File: src/tcpc_pkg.sv
// Constants, types and register map of the Type-C configuration channel port controller.
package tcpc_pkg;

	// ************************************************************
	// Timing
	// ************************************************************
	localparam int unsigned CLK_HZ      = 100_000_000;
	localparam int unsigned CYC_PER_MS  = CLK_HZ / 1000;
	localparam int unsigned CC_DB_MS    = 133;
	localparam int unsigned VB_DB_MS    = 2;
	localparam int unsigned TDRP_MS     = 75;
	localparam int unsigned SRC_PCT     = 30;
	localparam int unsigned CC_DB_CYC   = CC_DB_MS * CYC_PER_MS;
	localparam int unsigned VB_DB_CYC   = VB_DB_MS * CYC_PER_MS;
	localparam int unsigned TDRP_CYC    = TDRP_MS * CYC_PER_MS;
	localparam int unsigned SRC_CYC     = (TDRP_CYC * SRC_PCT) / 100;
	localparam int          CNT_W       = 24;
	localparam int          STRAP_W     = 2;
	localparam logic [1:0]  STRAP_DLY   = 2'h2;

	// ************************************************************
	// Register map
	// ************************************************************
	localparam int          ADDR_W      = 4;
	localparam logic [3:0]  STATUS_OFS  = 4'h0;
	localparam logic [3:0]  CTRL_OFS    = 4'h4;
	localparam logic        CTRL_RST    = 1'h1;
	localparam logic [1:0]  HTRANS_NSEQ = 2'h2;

	// ************************************************************
	// Pin codes
	// ************************************************************
	typedef enum logic [1:0] {
		TRI_LOW  = 2'h0,
		TRI_MID  = 2'h1,
		TRI_HIGH = 2'h2,
		TRI_BAD  = 2'h3
	} tcpc_tri_t;

	// CC comparator code; meaning depends on the termination presented.
	localparam logic [1:0] LVL_OPEN = 2'h0;
	localparam logic [1:0] LVL_RA   = 2'h1;
	localparam logic [1:0] LVL_RD   = 2'h2;
	localparam logic [1:0] LVL_DEF  = 2'h1;
	localparam logic [1:0] LVL_MED  = 2'h2;
	localparam logic [1:0] LVL_HIGH = 2'h3;

	localparam logic [1:0] ADV_DEF  = 2'h0;
	localparam logic [1:0] ADV_MED  = 2'h1;
	localparam logic [1:0] ADV_HIGH = 2'h2;

	typedef enum logic [2:0] {
		UNATT_SNK = 3'h0,
		ATTW_SNK  = 3'h1,
		ATT_SNK   = 3'h3,
		UNATT_SRC = 3'h2,
		ATTW_SRC  = 3'h6,
		ATT_SRC   = 3'h7
	} tcpc_state_t;

	typedef struct packed {
		logic pu1;
		logic pd1;
		logic pu2;
		logic pd2;
	} tcpc_term_t;

	// Open-drain pins; a set bit pulls the pin low.
	typedef struct packed {
		logic dir;
		logic attach;
		logic stat_a;
		logic stat_b;
	} tcpc_od_t;

	typedef struct packed {
		tcpc_tri_t  role;
		tcpc_tri_t  cur;
		logic [1:0] cc1;
		logic [1:0] cc2;
		logic       vbus;
		tcpc_od_t   od_in;
	} tcpc_pins_t;

endpackage : tcpc_pkg

File: src/tcpc_port_ctrl.sv
// Type-C configuration channel port controller with AHB-Lite status and control registers.
`timescale 1ns/10ps
module tcpc_port_ctrl
	import tcpc_pkg::*;
#(
	parameter int unsigned CC_DB = CC_DB_CYC,
	parameter int unsigned VB_DB = VB_DB_CYC,
	parameter int unsigned TDRP  = TDRP_CYC,
	parameter int unsigned TSRC  = SRC_CYC
) (
	input  wire logic        mclk_i,
	input  wire logic        rst_b_i,
	input  wire logic        hsel_i,
	input  wire logic [31:0] haddr_i,
	input  wire logic [1:0]  htrans_i,
	input  wire logic        hwrite_i,
	input  wire logic [2:0]  hsize_i,
	input  wire logic [31:0] hwdata_i,
	input  wire logic        hready_i,
	output logic      [31:0] hrdata_o,
	output logic             hreadyout_o,
	output logic             hresp_o,
	input  wire logic [1:0]  role_strap_i,
	input  wire logic [1:0]  cur_strap_i,
	input  wire logic [1:0]  cc1_lvl_i,
	input  wire logic [1:0]  cc2_lvl_i,
	input  wire logic        bus_power_sense_i,
	input  wire tcpc_od_t    od_in_i,
	output tcpc_od_t         od_out_o,
	output tcpc_od_t         od_oe_o,
	output tcpc_term_t       term_o,
	output logic      [1:0]  adv_level_o,
	output logic             vconn_cc1_o,
	output logic             vconn_cc2_o
);

	localparam logic [CNT_W-1:0] CC_N   = CNT_W'(CC_DB);
	localparam logic [CNT_W-1:0] VB_N   = CNT_W'(VB_DB);
	localparam logic [CNT_W-1:0] TDRP_N = CNT_W'(TDRP - 1);
	localparam logic [CNT_W-1:0] SNK_N  = CNT_W'(TDRP - TSRC);

	// ************************************************************
	// Input synchronisers and strap capture
	// ************************************************************
	tcpc_pins_t       pin_s1;
	tcpc_pins_t       pin_s2;
	tcpc_tri_t        role;
	tcpc_tri_t        cur;
	logic [1:0]       strap_cnt;
	logic             strap_done;
	tcpc_tri_t        next_role;
	tcpc_tri_t        next_cur;
	logic [1:0]       next_strap_cnt;
	logic             next_strap_done;

	always_comb begin
		next_role       = role;
		next_cur        = cur;
		next_strap_cnt  = strap_cnt;
		next_strap_done = strap_done;
		// The straps are read once, after the synchronisers have filled.
		if (!strap_done) begin
			if (strap_cnt == STRAP_DLY) begin
				next_role       = pin_s2.role;
				next_cur        = pin_s2.cur;
				next_strap_done = 1'b1;
			end else begin
				next_strap_cnt = strap_cnt + 2'h1;
			end
		end
	end

	always_ff @(posedge mclk_i) begin
		pin_s1 <= {tcpc_tri_t'(role_strap_i), tcpc_tri_t'(cur_strap_i), cc1_lvl_i, cc2_lvl_i,
			bus_power_sense_i, od_in_i};
		pin_s2 <= pin_s1;
		if (!rst_b_i) begin
			role       <= TRI_LOW;
			cur        <= TRI_LOW;
			strap_cnt  <= 2'h0;
			strap_done <= 1'b0;
		end else begin
			role       <= next_role;
			cur        <= next_cur;
			strap_cnt  <= next_strap_cnt;
			strap_done <= next_strap_done;
		end
	end

	// ************************************************************
	// Debounce and toggle counters
	// ************************************************************
	tcpc_state_t      state;
	logic [3:0]       cc_prev;
	logic [CNT_W-1:0] cc_cnt;
	logic [CNT_W-1:0] vb_cnt;
	logic [CNT_W-1:0] tog_cnt;
	logic [3:0]       next_cc_prev;
	logic [CNT_W-1:0] next_cc_cnt;
	logic [CNT_W-1:0] next_vb_cnt;
	logic [CNT_W-1:0] next_tog_cnt;
	logic             cc_stable;
	logic             vbus_ok;
	logic             present_src;
	logic             toggling;

	assign cc_stable   = (cc_cnt == CC_N);
	assign vbus_ok     = (vb_cnt == VB_N);
	assign toggling    = (role == TRI_MID) && (state == UNATT_SNK || state == UNATT_SRC);
	assign present_src = (tog_cnt >= SNK_N);

	always_comb begin
		next_cc_prev = {pin_s2.cc1, pin_s2.cc2};
		next_cc_cnt  = cc_cnt;
		next_vb_cnt  = vb_cnt;
		next_tog_cnt = 24'h000000;
		if (next_cc_prev != cc_prev) begin
			next_cc_cnt = 24'h000000;
		end else if (!cc_stable) begin
			next_cc_cnt = cc_cnt + 24'h000001;
		end
		if (!pin_s2.vbus) begin
			next_vb_cnt = 24'h000000;
		end else if (!vbus_ok) begin
			next_vb_cnt = vb_cnt + 24'h000001;
		end
		if (toggling && tog_cnt != TDRP_N) begin
			next_tog_cnt = tog_cnt + 24'h000001;
		end
	end

	always_ff @(posedge mclk_i) begin
		if (!rst_b_i) begin
			cc_prev <= 4'h0;
			cc_cnt  <= 24'h000000;
			vb_cnt  <= 24'h000000;
			tog_cnt <= 24'h000000;
		end else begin
			cc_prev <= next_cc_prev;
			cc_cnt  <= next_cc_cnt;
			vb_cnt  <= next_vb_cnt;
			tog_cnt <= next_tog_cnt;
		end
	end

	// ************************************************************
	// Connection state machine and pin outputs
	// ************************************************************
	logic             ctrl_vconn;
	logic             orient;
	tcpc_state_t      next_state;
	logic             next_orient;
	tcpc_term_t       next_term;
	tcpc_od_t         next_od_oe;
	logic             next_vc1;
	logic             next_vc2;
	logic [1:0]       next_adv;
	logic             snk1;
	logic             snk2;
	logic             rd1;
	logic             rd2;
	logic             src_pres;
	logic [1:0]       act_lvl;
	tcpc_state_t      home;

	always_comb begin
		snk1        = (pin_s2.cc1 != LVL_OPEN);
		snk2        = (pin_s2.cc2 != LVL_OPEN);
		rd1         = (pin_s2.cc1 == LVL_RD);
		rd2         = (pin_s2.cc2 == LVL_RD);
		home        = (role == TRI_HIGH) ? UNATT_SRC : UNATT_SNK;
		next_state  = state;
		next_orient = orient;
		unique case (state)
			UNATT_SNK: begin
				if (!strap_done) begin
					next_state = UNATT_SNK;
				end else if (role == TRI_HIGH) begin
					next_state = UNATT_SRC;
				end else if (snk1 || snk2) begin
					next_state = ATTW_SNK;
				end else if (role == TRI_MID && present_src) begin
					next_state = UNATT_SRC;
				end
			end
			ATTW_SNK: begin
				if (!(snk1 || snk2)) begin
					next_state = home;
				end else if (cc_stable && vbus_ok) begin
					next_state  = ATT_SNK;
					next_orient = !snk1;
				end
			end
			ATT_SNK: begin
				if (!vbus_ok) begin
					next_state = home;
				end
			end
			UNATT_SRC: begin
				if (rd1 || rd2) begin
					next_state = ATTW_SRC;
				end else if (role == TRI_MID && !present_src) begin
					next_state = UNATT_SNK;
				end
			end
			ATTW_SRC: begin
				if (!(rd1 || rd2)) begin
					next_state = home;
				end else if (cc_stable) begin
					next_state  = ATT_SRC;
					next_orient = !rd1;
				end
			end
			ATT_SRC: begin
				if (!(orient ? rd2 : rd1)) begin
					next_state = home;
				end
			end
			default: begin
				next_state = UNATT_SNK;
			end
		endcase

		src_pres = (state == UNATT_SRC || state == ATTW_SRC || state == ATT_SRC);
		if (role == TRI_HIGH || (role == TRI_MID && src_pres)) begin
			next_term = '{pu1: 1'b1, pd1: 1'b0, pu2: 1'b1, pd2: 1'b0};
		end else begin
			next_term = '{pu1: 1'b0, pd1: 1'b1, pu2: 1'b0, pd2: 1'b1};
		end

		unique case (cur)
			TRI_MID:  next_adv = ADV_MED;
			TRI_HIGH: next_adv = ADV_HIGH;
			default:  next_adv = ADV_DEF;
		endcase

		// VCONN goes to the line that is not carrying CC, and only while Ra is seen there.
		next_vc1 = (state == ATT_SRC) && ctrl_vconn && orient && (pin_s2.cc1 == LVL_RA);
		next_vc2 = (state == ATT_SRC) && ctrl_vconn && !orient && (pin_s2.cc2 == LVL_RA);

		act_lvl    = orient ? pin_s2.cc2 : pin_s2.cc1;
		next_od_oe = '0;
		next_od_oe.attach = (state == ATT_SRC);
		next_od_oe.dir    = (state == ATT_SRC || state == ATT_SNK) && !orient;
		if (role == TRI_LOW || state == ATT_SNK) begin
			if (state == ATT_SNK) begin
				next_od_oe.stat_a = (act_lvl != LVL_DEF);
				next_od_oe.stat_b = (act_lvl != LVL_MED);
			end
		end
	end

	always_ff @(posedge mclk_i) begin
		if (!rst_b_i) begin
			state       <= UNATT_SNK;
			orient      <= 1'b0;
			term_o      <= '{pu1: 1'b0, pd1: 1'b1, pu2: 1'b0, pd2: 1'b1};
			od_oe_o     <= '0;
			od_out_o    <= '0;
			adv_level_o <= ADV_DEF;
			vconn_cc1_o <= 1'b0;
			vconn_cc2_o <= 1'b0;
		end else begin
			state       <= next_state;
			orient      <= next_orient;
			term_o      <= next_term;
			od_oe_o     <= next_od_oe;
			od_out_o    <= '0;
			adv_level_o <= next_adv;
			vconn_cc1_o <= next_vc1;
			vconn_cc2_o <= next_vc2;
		end
	end

	// ************************************************************
	// AHB-Lite register slave
	// ************************************************************
	logic              wr_pend;
	logic [ADDR_W-1:0] wr_addr;
	logic              next_wr_pend;
	logic [ADDR_W-1:0] next_wr_addr;
	logic [31:0]       next_rdata;
	logic              next_ctrl_vconn;
	logic              ap_valid;

	// Zero wait states: read data is sampled in the address phase, so it is one cycle old.
	always_comb begin
		ap_valid        = hsel_i && hready_i && htrans_i[1];
		next_wr_pend    = ap_valid && hwrite_i;
		next_wr_addr    = haddr_i[ADDR_W-1:0];
		next_rdata      = hrdata_o;
		next_ctrl_vconn = ctrl_vconn;
		if (wr_pend && wr_addr == CTRL_OFS) begin
			next_ctrl_vconn = hwdata_i[0];
		end
		if (ap_valid && !hwrite_i) begin
			unique case (haddr_i[ADDR_W-1:0])
				STATUS_OFS: next_rdata = {18'h0, pin_s2.od_in, act_lvl, cc_stable, vbus_ok,
					orient, role, state};
				CTRL_OFS:   next_rdata = {31'h0, ctrl_vconn};
				default:    next_rdata = 32'h00000000;
			endcase
		end
	end

	always_ff @(posedge mclk_i) begin
		if (!rst_b_i) begin
			wr_pend     <= 1'b0;
			wr_addr     <= '0;
			hrdata_o    <= 32'h00000000;
			hreadyout_o <= 1'b1;
			hresp_o     <= 1'b0;
			ctrl_vconn  <= CTRL_RST;
		end else begin
			wr_pend     <= next_wr_pend;
			wr_addr     <= next_wr_addr;
			hrdata_o    <= next_rdata;
			hreadyout_o <= 1'b1;
			hresp_o     <= 1'b0;
			ctrl_vconn  <= next_ctrl_vconn;
		end
	end
endmodule : tcpc_port_ctrl

File: config.mk
export PLATFORM = sky130hd
export DESIGN_NAME = tcpc_port_ctrl
export DESIGN_NICKNAME = d
export VERILOG_FILES = /design/src/tcpc_pkg.sv /design/src/tcpc_port_ctrl.sv
export SDC_FILE = /design/constraint.sdc
export NUM_CORES = 1
export LEC_CHECK = 0
export BUFFER_PORTS_ARGS = -buffer_cell sky130_fd_sc_hd__buf_2
export CAP_MARGIN = 20
export CORE_MARGIN = 2
export CORE_UTILIZATION = 54
export CTS_CLUSTER_DIAMETER = 200
export DETAILED_ROUTE_END_ITERATION = 12
export PLACE_DENSITY = 0.78
export SKIP_LAST_GASP = 1
export SLEW_MARGIN = 25
export SYNTH_ARGS = -nofsm -noshare
export SYNTH_HDL_FRONTEND = slang
export SYNTH_SLANG_ARGS = --single-unit
File: constraint.sdc
create_clock -name mclk_i -period 5.2 [get_ports mclk_i]
set_clock_uncertainty 0.05 [all_clocks]
set_input_delay 0.52 -clock mclk_i [delete_from_list [all_inputs] [get_ports mclk_i]]
set_output_delay 0.52 -clock mclk_i [all_outputs]
set_load 0.01 [all_outputs]
* Word level (Yosys, flattened, before mapping)
Index checks and enable logic that the tools add are counted.
** Cells by class
- Add/subtract/negate cells :: 4
- Magnitude comparators :: 1
- Equal/unequal tests :: 32
- Multiplexer cells :: 26
- Bitwise gates (word level) :: 3
- Reduce and logical (&&, ||, !) cells :: 44
** Operator list (number)
- adder 24 x 1 -> 24 bit (second input constant) :: 3
- two-way mux 3 bit :: 12
- case mux 14 bit (2 select lines) :: 1
- == test 24 x 18 -> 1 bit (second input constant) :: 1
- == test 24 bit (second input constant) :: 1
- greater-or-equal comparator 24 x 23 -> 1 bit (second input constant) :: 1
- inequality test 24 x 23 -> 1 bit (second input constant) :: 1
- case mux 3 bit (6 select lines) :: 1
- logical AND 1 bit :: 17
- inequality test 2 bit (second input constant) :: 7
- == test 2 bit (second input constant) :: 5
- == test 2 x 1 -> 1 bit (second input constant) :: 4
- == test 4 x 3 -> 1 bit (second input constant) :: 2
- logical OR 1 bit :: 8
- AND reduction 2 bit :: 4
- two-way mux 1 bit :: 7
- == test 3 x 2 -> 1 bit (second input constant) :: 2
- == test 3 bit (second input constant) :: 2
- inequality test 3 bit (second input constant) :: 2
- AND reduction 6 bit :: 1
- nonzero test 2 bit :: 3
- logical NOT 1 bit :: 5
- inequality test 5 x 2 -> 1 bit (second input constant) :: 1
- AND reduction 5 bit :: 1
- 15 further kinds :: 18
** Word-level totals
- Register bits after elaboration :: 163
- Input bits :: 87

* Longest topological paths before layout
- Word-level depth :: 7
- Gate-level depth with buffers :: 7
- Depth with buffers taken out :: 7

* Least setup slack after synthesis
OpenSTA, ideal clock, no wires.
- Path kind :: register -> register
- Start point :: register pin_s2, in the netlist next_cc_prev[2]
- End point :: register state[0]
- Library setup time :: 72 ps
- Arrival time :: 1847 ps
- Required time :: 5078 ps
- Setup slack :: 3231 ps
- Stages on the path, launching flop included :: 8
- Path buffers :: 1
- Clock period less this slack :: 1969 ps
- Cells stage by stage :: dfxtp_1 -> buf_6 -> or4_4 -> and2_4 -> nor2_2 -> o2bb2ai_1 -> nor4b_4 -> mux2i_1
** Between the ends
- Word-level cells in the longest chain between the ends :: 6
- Elaborated cells on any way between the ends :: 18
- Those cells by class :: eq/ne (6); mux (8); reduce/logical (4)
** RTL lines
- from (decl) :: RTL line tcpc_port_ctrl.sv:46 : tcpc_pins_t pin_s2;
- from (signal assigned) :: RTL line tcpc_port_ctrl.sv:76 : pin_s2 <= pin_s1;
- nonzero test 2 bit :: RTL line tcpc_port_ctrl.sv:167 : snk1 = (pin_s2.cc1 != LVL_OPEN);
- logical OR 1 bit :: RTL line tcpc_port_ctrl.sv:180, tcpc_port_ctrl.sv:187
- two-way mux 3 bit :: RTL line tcpc_port_ctrl.sv:180 : end else if (snk1 || snk2) begin
- two-way mux 3 bit :: RTL line tcpc_port_ctrl.sv:178 : end else if (role == TRI_HIGH) begin
- two-way mux 3 bit :: RTL line tcpc_port_ctrl.sv:176 : if (!strap_done) begin
- case mux 3 bit (6 select lines) :: RTL line tcpc_port_ctrl.sv:174 : unique case (state)
- to (signal assigned) :: RTL line tcpc_port_ctrl.sv:264 : state <= next_state;
- to (decl) :: RTL line tcpc_port_ctrl.sv:93 : tcpc_state_t state;
Parallel ways exist; a longest one is shown, timed or not.
A chain may end at the register's enable or synchronous reset.

* Worst setup path in the final report
- Start point :: register cc_cnt[8]
- End point :: register state[0]
** Between the ends
- Word-level cells in the longest chain between the ends :: 4
- Elaborated cells on any way between the ends :: 5
- Those cells by class :: eq/ne (3); reduce/logical (2)
** RTL lines
- from (decl) :: RTL line tcpc_port_ctrl.sv:95 : logic [CNT_W-1:0] cc_cnt;
- from (signal assigned) :: RTL line tcpc_port_ctrl.sv:140 : cc_cnt <= next_cc_cnt;
- == test 24 bit (*) :: RTL line tcpc_port_ctrl.sv:107 : assign cc_stable = (cc_cnt == CC_N);
- logical AND 1 bit :: RTL line tcpc_port_ctrl.sv:189 : end else if (cc_stable && vbus_ok) begin
- inequality test 3 bit (no source line)
- AND reduction 6 bit (no source line) (*)
Mark *: on every way between the ends. The rest lies on a longest branch, timed or not.

==> metrics <==
Seq cells post-synth around 140; GRT Overall Usage 19.94%; Ys Warns 0; TritonCTS clock tree yes; TritonCTS Buffers 17; Max Slew Vio Count 0; sequential-to-total area share from yosys stat between 40 and 50%; CP max stage cell nor4_2; Die Span Y approximately 110 um; worst setup path class register to register; unrepaired setup endpoints after global routing false; CP cell instances nor4bb_1, nand3_1, nor4_2, o2bb2ai_1, nor4b_4, mux2i_1; gr ovfl total 0; final hold vios 0; Hold EP pin_s1[1]; CORE AREA approximately 11000 sq um; Hold Buf Count CTS 0; final HPWL from detailed placement about 7400 um; worst slew pin tran about 0.9 ns; die area between 10000 and 15000 sq um; port bufs a little under 50; Syn-to-layout area delta 13.15%; Final GP Congestion just over 0.8; final cell count without fillers roughly 830; WP data arrival roughly 2.8 ns; Max Buffers Root-to-Sink 2; area leader, netlist dfxtp_1; Multi-input gate area 2788 sq um; Hold Crit Class input port to register; post-synth top area share 48.00%; initial drt markers between 150 and 200; ranking of synthesized cells by area dfxtp_1 (48%), xor2_1 (5.4%), nor2_1 (5.3%), xnor2_1 (4.0%), buf_4 (3.3%); Die Span X between 100 and 150 um; status finished, final reports clean; CP peak stage delay 0.62 ns; Final Critical Period about 2.4 ns; WP buf/inv 0; Tot Pwr roughly 2.6 mW; Synth Flop Type dfxtp_1; Root Buffer clkbuf_8; Ports between 100 and 150; r2r worst-path depth 6; Synth Area per Inst between 9 and 10 sq um; max-cap violations 0; Req. time, crit path 5.60 ns; final setup fails 0; Lkg Pwr 2.541 nW; first-pass GRT wire length approximately 19000 um; vias in the first global route between 4000 and 5000; antenna violations before repair 0; drt pass-1 iters 5; PwrDens 379.8 nW/um^2; Synth Cell Area ~6000 sq um; pre-CTS setup slack roughly 2.8 ns; hold path startpoint od_in_i[1]; reg2reg start cc_cnt[8]; post-route cell area approximately 6700 sq um; Clock Sinks 143; PnR worst setup slack 2.804 ns; Post-synth EDFFs 0; Area after DPL just over 6000 sq um; CTS resizes 0; pin count of the biggest net entering global routing between 40 and 50; largest fanout on the critical path 6; drt wl/cell around 13 um; Max H-tree Level 4; setup TNS 0 ns; top-count cell post-synth dfxtp_1; Post-CTS Setup Inserts 0; drt drc 0; highest clock rate roughly 0.42 GHz; Slew headroom between 40% and 50%; VDD IR max approximately 0.28 mV; CP Capture Type register; hold-critical path depth 1; fillers 860; Routed Antenna Nets 0; Inserted Diodes 0; Commonest cells post-synth dfxtp_1 (143), nor2_1 (85), nand2_1 (43); worst flop-to-flop path endpoint state[0]; clock latency on the worst-skew pair between 0.5 and 0.6 ns; vias per cell about 5.3; clk slew on worst S/H paths around 0.060 ns; R2R Setup Slk approximately 2.8 ns; Initial Utilization between 50% and 60%; delay-heaviest family, CP simple AND/OR/NAND/NOR gates; Nets 777; critical path launch point type register; # placed instances 804; Async SR Flop Fraction 0%; via count roughly 4400; cell count after synthesis ~640; FP Rows 38; Netlist cell types just over 60; fin crit share around 46%; Post-Route WL about 11000 um; Sequential Area 2863 sq um; share of post-route cells with drive strength above 1 between 10% and 20%
[final cells by class]
type	instances	share of cell area, %
flip-flops and latches	143	42.42
clock buffers	23	7.063
inverters	21	1.168
repair buffers	51	3.856
well taps	140	2.595
multi-input cells	449	41.31
clock inverters	6	1.594
[cells in the final DEF, fill, tap and decap left out, drive strengths merged, types with 3 or more instances in the layout]
cell      n
a22oi    12
a21oi    12
xnor2    27
nand2    43
mux2i    15
inv      21
nor4      7
nor2b    20
or3       9
nand3    33
dfxtp   143
nand2b    3
and3     15
ha        7
clkbuf   23
nor2     86
nand4    15
and2     14
and4      6
and2b     3
o21ai    11
buf      51
nor4b     6
nor3     16
conb     24
bufinv    3
xor2     37
[per-stage QoR]
stage | hold slack [ns] | utilization (%)
2_1_floorplan | 0.2596 | -
4_1_cts | 0.02327 | 62.53
5_1_grt | 0.01963 | 62.53
6_report | 0.04343 | 62.53
3_3_place_gp | 0.2616 | 57.12
3_5_place_dp | 0.2621 | 57.12
[metal layers]
layer  track usage (%)  vias up  share of wire [%]
li1                  -     2199                  -
met1             24.19     2067                 44
met2             32.21      127                 49
met3             6.396       22                4.9
met4             9.066        0                1.9
met5                 0        -                  0
[cells by family (layout without fill, tap and decap cells)]
| group | Yosys count | in the layout | synth area share (%) |
|---|---|---|---|
| and+or+nand+nor | 288 | 288 | 25.72 |
| adders and majority gates | 7 | 7 | 1.468 |
| AOI/OAI and AO/OA | 50 | 50 | 5.937 |
| muxes | 16 | 16 | 2.706 |
| DFF | 143 | 143 | 48.00 |
| other | 2 | 24 | 0.1259 |
| buffers and inverters | 71 | 101 | 6.650 |
| xor gates and xnor gates | 64 | 64 | 9.398 |
[worst max path at each step]
stage                    startpoint    endpoint  slack [ns]  cells past startpoint
finish                    cc_cnt[8]    state[0]        2.80                      6
global route              cc_cnt[9]    state[1]        2.59                      6
CTS                       cc_cnt[9]    state[0]        2.77                      6
detailed placement          rst_b_i  cc_cnt[18]        2.78                      3
global placement          cc_cnt[8]    state[0]        2.82                      6
floorplan           next_cc_prev[2]    state[0]        3.23                      7
[flip-flops by register name (all words and copies together), names as in the netlist, 3 cells and up]
signal        flops
cc_prev           4
state             3
od_oe_o           4
pin_s2            9
wr_addr           4
vb_cnt           24
pin_s1           13
next_cc_prev      4
cc_cnt           24
tog_cnt          24
hrdata_o         14
[power by group]
group          leakage, nW  total [mW]  internal (mW)  switching [mW]
Combinational         1.09       0.202         0.0957           0.106
Sequential            1.17        1.17           1.13          0.0334
Clock                0.286        1.19          0.772           0.422
Total                 2.54        2.56           2.00           0.561
No activity file was read; power rests on OpenSTA's default activity.
